File: config.mk
export PLATFORM = sky130hd
export DESIGN_NAME = usb_endpoint_dma_channel
export DESIGN_NICKNAME = d
export VERILOG_FILES = /design/src/common/usb_dma_pkg.sv /design/src/common/burst_if.sv /design/src/rtl/flag_bank.sv /design/src/rtl/burst_ctrl.sv /design/src/rtl/usb_endpoint_dma_channel.sv
export SDC_FILE = /design/constraint.sdc
export NUM_CORES = 1
export LEC_CHECK = 0
export BUFFER_PORTS_ARGS = -buffer_cell sky130_fd_sc_hd__clkbuf_2
export CORE_MARGIN = 3
export CORE_UTILIZATION = 55
export CTS_BUF_LIST = sky130_fd_sc_hd__clkbuf_8
export CTS_CLUSTER_DIAMETER = 100
export CTS_CLUSTER_SIZE = 8
export DETAILED_ROUTE_END_ITERATION = 7
export PLACE_DENSITY = 0.91
export SLEW_MARGIN = 20
export SYNTH_ARGS = -nofsm -noshare
export SYNTH_HDL_FRONTEND = slang
export SYNTH_SLANG_ARGS = --single-unit
export TNS_END_PERCENT = 1
File: constraint.sdc
create_clock -name clk -period 9.2 [get_ports clk]
set_input_delay 0.46 -clock clk [delete_from_list [all_inputs] [get_ports clk]]
set_output_delay 0.46 -clock clk [all_outputs]
set_load 0.02 [all_outputs]
File: src/common/usb_dma_pkg.sv
// constants, field positions and state codes for the usb endpoint dma channel
// assumes a 32-bit byte-addressed system bus and a word-wide endpoint port
package usb_dma_pkg;

    // control word layout
    localparam int CTL_ENABLE      = 0;
    localparam int CTL_LOAD_NEXT   = 1;
    localparam int CTL_CLOSE_SHORT = 2;
    localparam int CTL_RELEASE     = 3;
    localparam int CTL_COUNT_LSB   = 16;
    localparam int COUNT_W         = 16;

    // status word layout
    localparam int ST_ENABLED = 0;
    localparam int ST_ACTIVE  = 1;
    localparam int ST_PENDING = 3;
    localparam int ST_EOT     = 4;
    localparam int ST_EOB     = 5;
    localparam int ST_DESCLD  = 6;

    // sticky flag indices
    localparam int FLAG_EOT    = 0;
    localparam int FLAG_EOB    = 1;
    localparam int FLAG_DESCLD = 2;
    localparam int NUM_FLAGS   = 3;

    // reset values
    localparam logic [31:0] CONTROL_RESET   = 32'h00000000;
    localparam logic [31:0] ADDR_RESET      = 32'h00000000;
    localparam logic [31:0] NEXT_DESC_RESET = 32'h00000000;

    // descriptor layout in memory
    localparam logic [31:0] DESC_NEXT_OFS = 32'h00000000;
    localparam logic [31:0] DESC_BUF_OFS  = 32'h00000004;
    localparam logic [31:0] DESC_CTL_OFS  = 32'h00000008;
    localparam logic [1:0]  DESC_IDX_NEXT = 2'h0;
    localparam logic [1:0]  DESC_IDX_BUF  = 2'h1;
    localparam logic [1:0]  DESC_IDX_CTL  = 2'h2;
    localparam logic [31:0] WORD_BYTES    = 32'h00000004;

    // burst limits
    localparam int MAX_BURST_BEATS = 256;
    localparam int BULK_LOCK_WORDS = 128;
    localparam int ISO_LOCK_WORDS  = 256;
    localparam int BOUNDARY_BYTES  = 1024;
    localparam int BOUNDARY_BITS   = $clog2(BOUNDARY_BYTES);

    // latencies in clock cycles
    localparam logic [2:0] STATUS_LAG_CYCLES = 3'h3;
    localparam logic [2:0] FETCH_LAG_CYCLES  = 3'h2;

    typedef enum logic [2:0] {
        S_IDLE     = 3'b000,
        S_WAIT_PKT = 3'b001,
        S_XFER     = 3'b010,
        S_CLOSE    = 3'b011,
        S_PEND     = 3'b100,
        S_LAG      = 3'b101,
        S_FETCH    = 3'b110
    } chan_state_e;

endpackage

File: src/common/burst_if.sv
// link between the channel sequencer and its burst controller
// assumes both ends sit on the same clock
`timescale 1ns/1ns
interface burst_if;
    import usb_dma_pkg::*;
    logic              beat_done;
    logic [31:0]       addr;
    logic              granted;
    logic              restart;
    logic              is_iso;
    logic [8:0]        ep_words;
    logic [COUNT_W-2:0] words_left;
    logic              data_phase;
    logic              first_beat;
    logic              locked;

    modport chan (
        output beat_done, addr, granted, restart, is_iso, ep_words,
        output words_left, data_phase,
        input  first_beat, locked
    );
    modport ctrl (
        input  beat_done, addr, granted, restart, is_iso, ep_words,
        input  words_left, data_phase,
        output first_beat, locked
    );
endinterface

File: src/rtl/flag_bank.sv
// sticky event flags, hardware set wins over software clear
// assumes set and clear are one-cycle pulses on clk
`timescale 1ns/1ns
module flag_bank #(
    parameter int N = 3
) (
    input  wire logic         clk,
    input  wire logic         reset,
    input  wire logic [N-1:0] set,
    input  wire logic [N-1:0] clr,
    output logic      [N-1:0] flags
);
    for (genvar i = 0; i < N; i++) begin : g_flag
        always_ff @(posedge clk) begin
            if (reset)
                flags[i] <= 1'b0;
            else if (set[i])
                flags[i] <= 1'b1;
            else if (clr[i])
                flags[i] <= 1'b0;
        end
    end
endmodule

File: src/rtl/burst_ctrl.sv
// burst framing and lock window for the channel's bus master
// assumes beat_done marks one accepted word beat at address addr
`timescale 1ns/1ns
module burst_ctrl
    import usb_dma_pkg::*;
(
    input  wire logic clk,
    input  wire logic reset,
    burst_if.ctrl     bi
);
    logic                in_burst;
    logic [8:0]          beats;
    logic [8:0]          lock_beats;
    logic [COUNT_W-2:0]  lock_len;

    wire [8:0] type_cap = bi.is_iso ? 9'(ISO_LOCK_WORDS)
                                    : 9'(BULK_LOCK_WORDS);
    wire [8:0] size_cap = (bi.ep_words < type_cap) ? bi.ep_words : type_cap;
    wire [COUNT_W-2:0] cap_w = (COUNT_W-1)'(size_cap);
    wire [COUNT_W-2:0] lock_limit = (bi.words_left < cap_w) ? bi.words_left
                                                            : cap_w;
    // next word would start a new 1 kbyte page
    wire at_boundary = &bi.addr[BOUNDARY_BITS-1:2];
    wire last_beat   = at_boundary || (beats == 9'(MAX_BURST_BEATS - 1));
    wire end_burst   = !bi.granted || bi.restart
                       || (bi.beat_done && last_beat);

    always_ff @(posedge clk) begin
        if (reset) begin
            in_burst <= 1'b0;
            beats    <= 9'h000;
        end else if (end_burst) begin
            in_burst <= 1'b0;
            beats    <= 9'h000;
        end else if (bi.beat_done) begin
            in_burst <= 1'b1;
            beats    <= beats + 9'h001;
        end
    end

    always_ff @(posedge clk) begin
        if (reset) begin
            lock_beats <= 9'h000;
            lock_len   <= '0;
        end else if (bi.restart) begin
            lock_beats <= 9'h000;
            lock_len   <= lock_limit;
        end else if (bi.beat_done && bi.locked) begin
            lock_beats <= lock_beats + 9'h001;
        end
    end

    assign bi.first_beat = !in_burst;
    assign bi.locked     = bi.data_phase && bi.granted
                           && ((COUNT_W-1)'(lock_beats) < lock_len);
endmodule

File: src/rtl/usb_endpoint_dma_channel.sv
// one usb endpoint dma channel: endpoint bank <-> system memory
// assumes endpoint and bus signals are synchronous to clk; software
// register access arrives as write strobes with a shared data word
`timescale 1ns/1ns
module usb_endpoint_dma_channel
    import usb_dma_pkg::*;
(
    input  wire logic                 clk,
    input  wire logic                 reset,
    // software side
    input  wire logic                 sw_next_desc_wr,
    input  wire logic                 sw_buffer_addr_wr,
    input  wire logic                 sw_control_wr,
    input  wire logic [31:0]          sw_wdata,
    input  wire logic [NUM_FLAGS-1:0] sw_flag_clr,
    output logic      [31:0]          chan_next_desc_addr,
    output logic      [31:0]          chan_buffer_addr,
    output logic      [31:0]          chan_control,
    output logic      [31:0]          chan_status,
    output logic      [NUM_FLAGS-1:0] irq_sources,
    // endpoint side
    input  wire logic                 ep_is_in,
    input  wire logic                 ep_is_iso,
    input  wire logic [10:0]          endpoint_size,
    input  wire logic                 ep_packet_ready,
    input  wire logic                 ep_short_packet,
    input  wire logic                 ep_rd_valid,
    input  wire logic [31:0]          ep_rd_data,
    output logic                      ep_rd_pop,
    input  wire logic                 ep_wr_ready,
    output logic                      ep_wr_valid,
    output logic      [31:0]          ep_wr_data,
    output logic                      ep_release,
    // system bus master
    output logic                      bus_req,
    input  wire logic                 bus_gnt,
    output logic                      bus_trans_valid,
    output logic                      bus_first,
    output logic                      bus_lock,
    output logic      [31:0]          bus_addr,
    output logic                      bus_write,
    output logic      [31:0]          bus_wdata,
    input  wire logic [31:0]          bus_rdata,
    input  wire logic                 bus_ready
);
    chan_state_e state, next_state;
    logic [31:0] control, next_control;
    logic [31:0] next_desc, next_next_desc;
    logic [31:0] buffer_addr, next_buffer_addr;
    logic [31:0] fetch_addr, next_fetch_addr;
    logic [1:0]  fetch_idx, next_fetch_idx;
    logic [2:0]  lag, next_lag;
    logic        enabled, next_enabled;
    logic        active, next_active;
    logic        pending, next_pending;
    logic        dir_in, next_dir_in;
    logic        release_q, next_release;
    logic        buf_full;
    logic [31:0] buf_data;
    logic        restart;
    logic [NUM_FLAGS-1:0] flag_set;
    logic [NUM_FLAGS-1:0] flags;

    burst_if bi ();

    // decode of the current situation
    wire in_xfer  = (state == S_XFER);
    wire fetching = (state == S_FETCH);
    wire [COUNT_W-1:0] count = control[CTL_COUNT_LSB +: COUNT_W];
    wire count_zero = (count == '0);
    wire [COUNT_W-1:0] count_dec = (count < COUNT_W'(4)) ? '0
                                   : count - COUNT_W'(4);
    wire in_wants  = dir_in && !buf_full && !count_zero && ep_packet_ready;
    wire out_wants = !dir_in && buf_full;
    wire beat_done = bus_trans_valid && bus_ready;
    wire out_fill  = in_xfer && !dir_in && ep_rd_valid && !buf_full
                     && !count_zero;
    wire in_fill   = in_xfer && dir_in && beat_done;
    wire in_drain  = ep_wr_valid && ep_wr_ready;
    wire word_in   = out_fill || in_fill;
    wire buffer_done = count_zero && !buf_full;
    wire ep_empty  = !ep_packet_ready && !buf_full;
    wire short_close = ep_empty && control[CTL_CLOSE_SHORT]
                       && ep_short_packet;
    wire fetch_last = fetching && beat_done && (fetch_idx == DESC_IDX_CTL);
    wire load_ctrl = fetch_last || ((state == S_IDLE) && sw_control_wr);
    wire [31:0] new_ctrl = fetch_last ? bus_rdata : sw_wdata;
    wire [31:0] fetch_base = next_desc + DESC_NEXT_OFS;

    // bus master
    assign bus_req = (in_xfer && (in_wants || out_wants)) || fetching;
    assign bus_trans_valid = bus_req && bus_gnt;
    assign bus_write = in_xfer && !dir_in;
    assign bus_addr  = fetching ? fetch_addr : buffer_addr;
    assign bus_wdata = buf_data;
    assign bus_first = bi.first_beat;
    assign bus_lock  = bi.locked;

    // endpoint port
    assign ep_rd_pop   = out_fill;
    assign ep_wr_valid = in_xfer && dir_in && buf_full;
    assign ep_wr_data  = buf_data;
    assign ep_release  = release_q;

    assign bi.beat_done  = beat_done;
    assign bi.addr       = bus_addr;
    assign bi.granted    = bus_gnt;
    assign bi.restart    = restart;
    assign bi.is_iso     = ep_is_iso;
    assign bi.ep_words   = endpoint_size[10:2];
    assign bi.words_left = {1'b0, count[COUNT_W-1:2]}
                           + (COUNT_W-1)'(|count[1:0]);
    assign bi.data_phase = in_xfer;

    burst_ctrl u_burst (
        .clk   (clk),
        .reset (reset),
        .bi    (bi)
    );

    assign flag_set[FLAG_EOT]    = in_xfer && !buffer_done && short_close;
    assign flag_set[FLAG_EOB]    = in_xfer && buffer_done;
    assign flag_set[FLAG_DESCLD] = fetch_last;

    flag_bank #(
        .N (NUM_FLAGS)
    ) u_flags (
        .clk   (clk),
        .reset (reset),
        .set   (flag_set),
        .clr   (sw_flag_clr),
        .flags (flags)
    );

    assign irq_sources = flags;

    always_comb begin
        chan_status             = 32'h00000000;
        chan_status[ST_ENABLED] = enabled;
        chan_status[ST_ACTIVE]  = active;
        chan_status[ST_PENDING] = pending;
        chan_status[ST_EOT]     = flags[FLAG_EOT];
        chan_status[ST_EOB]     = flags[FLAG_EOB];
        chan_status[ST_DESCLD]  = flags[FLAG_DESCLD];
    end

    assign chan_next_desc_addr = next_desc;
    assign chan_buffer_addr    = buffer_addr;
    assign chan_control        = control;

    always_comb begin
        next_state       = state;
        next_control     = control;
        next_next_desc   = next_desc;
        next_buffer_addr = buffer_addr;
        next_fetch_addr  = fetch_addr;
        next_fetch_idx   = fetch_idx;
        next_lag         = lag;
        next_enabled     = enabled;
        next_active      = active;
        next_pending     = pending;
        next_dir_in      = dir_in;
        next_release     = 1'b0;
        restart          = 1'b0;
        if (sw_next_desc_wr)
            next_next_desc = sw_wdata;
        if (sw_buffer_addr_wr)
            next_buffer_addr = sw_wdata;
        if (in_xfer && beat_done)
            next_buffer_addr = buffer_addr + WORD_BYTES;
        if (word_in)
            next_control[CTL_COUNT_LSB +: COUNT_W] = count_dec;
        unique case (state)
            S_IDLE: begin
                next_state = S_IDLE;
            end
            S_WAIT_PKT: begin
                if (ep_packet_ready) begin
                    next_active = 1'b1;
                    restart     = 1'b1;
                    next_state  = S_XFER;
                end
            end
            S_XFER: begin
                if (buffer_done || short_close) begin
                    next_control[CTL_ENABLE] = 1'b0;
                    next_active  = 1'b0;
                    next_lag     = STATUS_LAG_CYCLES;
                    next_release = buffer_done && control[CTL_RELEASE]
                                   && !dir_in;
                    next_state   = S_CLOSE;
                end else if (ep_empty) begin
                    next_active = 1'b0;
                    next_state  = S_WAIT_PKT;
                end
            end
            S_CLOSE: begin
                if (lag == 3'h0) begin
                    next_enabled = 1'b0;
                    // load-next bit still set: chain goes on
                    if (control[CTL_LOAD_NEXT]) begin
                        next_fetch_addr = fetch_base;
                        next_fetch_idx  = DESC_IDX_NEXT;
                        next_state      = S_FETCH;
                    end else begin
                        next_state = S_IDLE;
                    end
                end else begin
                    next_lag = lag - 3'h1;
                end
            end
            S_PEND: begin
                if (ep_packet_ready) begin
                    next_active  = 1'b1;
                    next_pending = 1'b0;
                    next_lag     = FETCH_LAG_CYCLES;
                    next_state   = S_LAG;
                end
            end
            S_LAG: begin
                if (lag == 3'h0) begin
                    next_fetch_addr = fetch_base;
                    next_fetch_idx  = DESC_IDX_NEXT;
                    next_state      = S_FETCH;
                end else begin
                    next_lag = lag - 3'h1;
                end
            end
            S_FETCH: begin
                if (beat_done) begin
                    next_fetch_addr = fetch_addr + WORD_BYTES;
                    next_fetch_idx  = fetch_idx + 2'h1;
                    if (fetch_idx == DESC_IDX_NEXT)
                        next_next_desc = bus_rdata;
                    if (fetch_idx == DESC_IDX_BUF)
                        next_buffer_addr = bus_rdata;
                end
            end
            default: begin
                next_state = S_IDLE;
            end
        endcase
        // a control word from software or from a descriptor selects mode
        if (load_ctrl) begin
            next_control = new_ctrl;
            next_dir_in  = ep_is_in;
            next_enabled = new_ctrl[CTL_ENABLE];
            next_pending = !new_ctrl[CTL_ENABLE]
                           && new_ctrl[CTL_LOAD_NEXT];
            if (new_ctrl[CTL_ENABLE])
                next_state = S_WAIT_PKT;
            else if (new_ctrl[CTL_LOAD_NEXT])
                next_state = S_PEND;
            else
                next_state = S_IDLE;
        end
    end

    always_ff @(posedge clk) begin
        if (reset) begin
            state       <= S_IDLE;
            control     <= CONTROL_RESET;
            next_desc   <= NEXT_DESC_RESET;
            buffer_addr <= ADDR_RESET;
            fetch_addr  <= ADDR_RESET;
        end else begin
            state       <= next_state;
            control     <= next_control;
            next_desc   <= next_next_desc;
            buffer_addr <= next_buffer_addr;
            fetch_addr  <= next_fetch_addr;
        end
    end

    always_ff @(posedge clk) begin
        if (reset) begin
            fetch_idx <= DESC_IDX_NEXT;
            lag       <= 3'h0;
            enabled   <= 1'b0;
            active    <= 1'b0;
            pending   <= 1'b0;
            dir_in    <= 1'b0;
            release_q <= 1'b0;
        end else begin
            fetch_idx <= next_fetch_idx;
            lag       <= next_lag;
            enabled   <= next_enabled;
            active    <= next_active;
            pending   <= next_pending;
            dir_in    <= next_dir_in;
            release_q <= next_release;
        end
    end

    // one-word staging register between endpoint and bus
    always_ff @(posedge clk) begin
        if (reset) begin
            buf_full <= 1'b0;
            buf_data <= 32'h00000000;
        end else if (out_fill) begin
            buf_full <= 1'b1;
            buf_data <= ep_rd_data;
        end else if (in_fill) begin
            buf_full <= 1'b1;
            buf_data <= bus_rdata;
        end else if ((in_xfer && !dir_in && beat_done) || in_drain) begin
            buf_full <= 1'b0;
        end
    end
endmodule

==> impl_metrics.py <==
metrics = {
    "clock_tree": {
        "hold_buffers": 0,
        "post_cts_buffers": 0,
        "tritoncts": "built",
        "cts_resized": 0,
        "h-tree-depth": 1,
        "path_clk_slew_ns": 0.07,
        "clk_latency_ns": 0.58,
        "clkSinkCount": 211,
        "ctsRootBufferMaster": "clkbuf_8",
        "cts_max_path_buffers": 3,
        "cts_made_buffers": 30,
    },
    "die": {
        "fp.dieH_um": 158,
        "die_area_um2": 24900,
        "fp-row-count": 54,
        "die_width_um": 158,
        "ios": 358,
        "coreArea_um2": 22200,
        "start_util": 0.571,
    },
    "sta": {
        "setup_viol": 0,
        "max_slew.worst_pin.slew_ns": 1.09,
        "setup-tns-final_ns": 0,
        "final-hold-violation-count": 0,
        "rsz0062_at_grt": "false",
        "fmax_mhz": 263,
        "max_slew_margin": 0.272,
        "skew_ns": 0.0171,
        "fin_crit_ns": 3.80,
        "final_max_slew_viol_count": 0,
        "finalCritPeriodShare": 0.413,
    },
    "grt": {
        "grt_max_degree": 91,
        "grt_use_met1": 0.427,
        "gr-total-overflow": 0,
        "antenna_found_initial": 1,
        "grt_pass1_wl_mm": 69.7,
        "grt_pass1_vias": 12800,
        "grt.met2_usage": 0.574,
        "grt_busiest_layer": "met2",
        "grt_usage": 0.353,
        "grt_util_met3": 0.0714,
    },
    "setup_path": {
        "worst_path_largest_cell_delay_ns": 0.64,
        "worst_setup_path_start_kind": "flip-flop",
        "r2r_cells": 13,
        "required_ns": 9.68,
        "worstSetupPathType": "flip-flop to flip-flop",
        "r2r_start": "chan_control[17]",
        "slowest_stage": "or4_4",
        "reg2reg_slack_ns": 5.40,
        "crit_chain": "or2_2 -> ha_1 -> ha_1 -> nand3_1 -> nor2_1 -> xnor2_1 -> ha_1 -> a21o_1 -> a21oi_1 -> o21ai_0 -> or4_4 -> and3_2 -> nor4_1",
        "r2r-end": "u_burst.lock_len[5]",
        "critical_path.most_common_cell": "ha_1",
        "cp_data_arrival_time_ns": 4.28,
        "end_kind": "flip-flop",
        "cp_max_fo": 16,
    },
    "logic_synthesis": {
        "synth_top_area_cell": "dfxtp_1",
        "synth_top_family_by_area": "simple AND/OR/NAND/NOR gates",
        "yosys-top-cells-area": "dfxtp_1 33%, nand2_1 7.0%, nor2_1 5.3%",
        "synth-simple-area-share": 0.255,
        "yosysTopAreaCellShare": 0.333,
        "synth_edf_count": 0,
        "syn_area_per_cell_um2": 7.71,
        "synth-adder-area-share": 0.0325,
        "synth_area_um2": 12700,
        "synthMuxAreaShare": 0.0473,
        "yosysUniqueCellTypes": 90,
        "synth-xor-area-share": 0.0124,
        "yosysSeqAreaShare": 0.333,
        "synth_warnings": 0,
        "yosysMostFrequentCell": "nand2_1",
        "synthTopCellsByCount": "237 x nand2_1, 211 x dfxtp_1, 179 x nor2_1",
        "synth_ff_type": "dfxtp_1",
        "synth-async-reset-ratio": 0,
        "synthesis.instances": 1646,
        "synth_compound_area_frac": 0.231,
        "ys_seq_elements": 211,
    },
    "final_layout": {
        "fillers": 1939,
        "multi_input_area_um2": 7460,
        "area_growth_syn_to_layout_pct": 13.3,
        "drive_gt1_frac": 0.227,
        "area.sequential_um2": 4220,
        "final_util": 0.647,
        "final_area_um2": 14400,
        "num-nets-final": 2023,
    },
    "power": {
        "powerDensity_nw_per_um2": 153,
        "p_leak_nw": 6.05,
        "irDropWorstVdd_mv": 0.101,
    },
    "worst_hold_path": {
        "hold_depth": 3,
        "min_to": "bus_wdata[3]",
        "min_from": "ep_rd_data[3]",
        "min_path_type": "input pin to flip-flop",
    },
    "drt": {
        "ant_nets": 0,
        "drc": 0,
        "viasPerCell": 6.48,
        "wl_per_cell_um": 21.8,
        "drtIter0Drc": 1681,
        "drt-total-wl_mm": 46.8,
        "dr.pass1.iters": 6,
        "dr_total_vias": 13900,
    },
    "place": {
        "hpwl_mm": 34.5,
        "place_congestion": 0.993,
        "place_area_um2": 13900,
        "port_buffers": 329,
    },
    "job": {
        "drv_cap": 0,
    },
    "run_status": {
        "status": "completed",
    },
}
==> per-layer routing <==
| metal | vias to the layer above | routed length, um |
|---|---|---|
| met3 | 187 | 4740 |
| met5 | - | 0 |
| li1 | 6317 | - |
| met2 | 910 | 21700 |
| met1 | 6515 | 17000 |
| met4 | 0 | 3450 |
==> placed cells by master, fill, tap and decap left out, types with 17 or more instances in the layout <==
master	n
ha_1	33
and2_1	17
dfxtp_1	211
mux2i_1	51
nor4_1	18
and3_1	21
nand2_1	236
nand4_1	19
conb_1	26
inv_1	37
clkbuf_8	30
a211oi_1	63
clkbuf_2	327
a21oi_1	99
nor2_1	179
nor3_1	51
o21ai_0	62
a22oi_1	29
a311oi_1	42
nand3_1	46
==> cell families after synthesis <==
kind of cell | after synthesis
simple gates | 677
compound gates | 429
flops | 211
other cells | 1
xor+xnor | 18
buf+inv | 218
fa+ha+maj | 33
mux | 59
==> area by class of cell <==
type                            count  share of cell area
Antenna cell                        2            0.000348
Clock buffer                       30              0.0287
Clock inverter                      2             0.00113
Inverter                           38             0.00992
Multi-Input combinational cell   1242               0.519
Sequential cell                   211               0.294
Tap cell                          280              0.0244
Timing Repair Buffer              344               0.123
==> worst max-delay path: cells and delay by family (launching register included) <==
family          cells  cell delay (ns)
compound gates      3             0.42
xor+xnor            1             0.32
fa+ha+maj           3             0.79
flops               1             0.34
simple gates        6             1.82
==> worst max path at each step <==
| stage | from | end | cells past startpoint |
|---|---|---|---|
| after floorplan | chan_control[17] | u_burst.lock_len[6] | 15 |
| after global placement | chan_control[17] | u_burst.lock_len[1] | 13 |
| after detailed placement | chan_control[17] | u_burst.lock_len[0] | 13 |
| after CTS | chan_control[19] | ep_rd_pop | 8 |
| after global routing | chan_control[17] | u_burst.lock_len[2] | 13 |
| final | chan_control[17] | u_burst.lock_len[5] | 13 |
==> stage by stage <==
stage / total power [mW] / setup WS (ns) / hold slack, ns / instances
final: 2.20 / 5.40 / 0.143 / 2149
after global placement: 1.55 / 5.68 / 0.442 / 2115
after floorplan: 1.39 / 5.79 / 0.430 / 1671
after global routing: 2.27 / 5.24 / 0.153 / 2148
after detailed placement: 1.56 / 5.57 / 0.445 / 2115
after CTS: 2.19 / 5.47 / 0.132 / 2147
==> report_power, final <==
part | total, mW | internal (mW) | switching (mW)
sequential | 1.03 | 0.958 | 0.0769
clock | 0.647 | 0.290 | 0.357
combinational | 0.517 | 0.178 | 0.339
total | 2.20 | 1.43 | 0.773
==> sequential cells by signal, indices dropped and copies added (netlist names), 2 cells and up <==
signal               cells
bus_wdata               32
chan_buffer_addr        32
chan_control            32
chan_next_desc_addr     32
fetch_addr              32
u_burst.lock_len        15
u_burst.beats            9
u_burst.lock_beats       9
lag                      3
state                    3
u_flags.flags            3
fetch_idx                2
No activity file was read; power rests on OpenSTA's default activity.
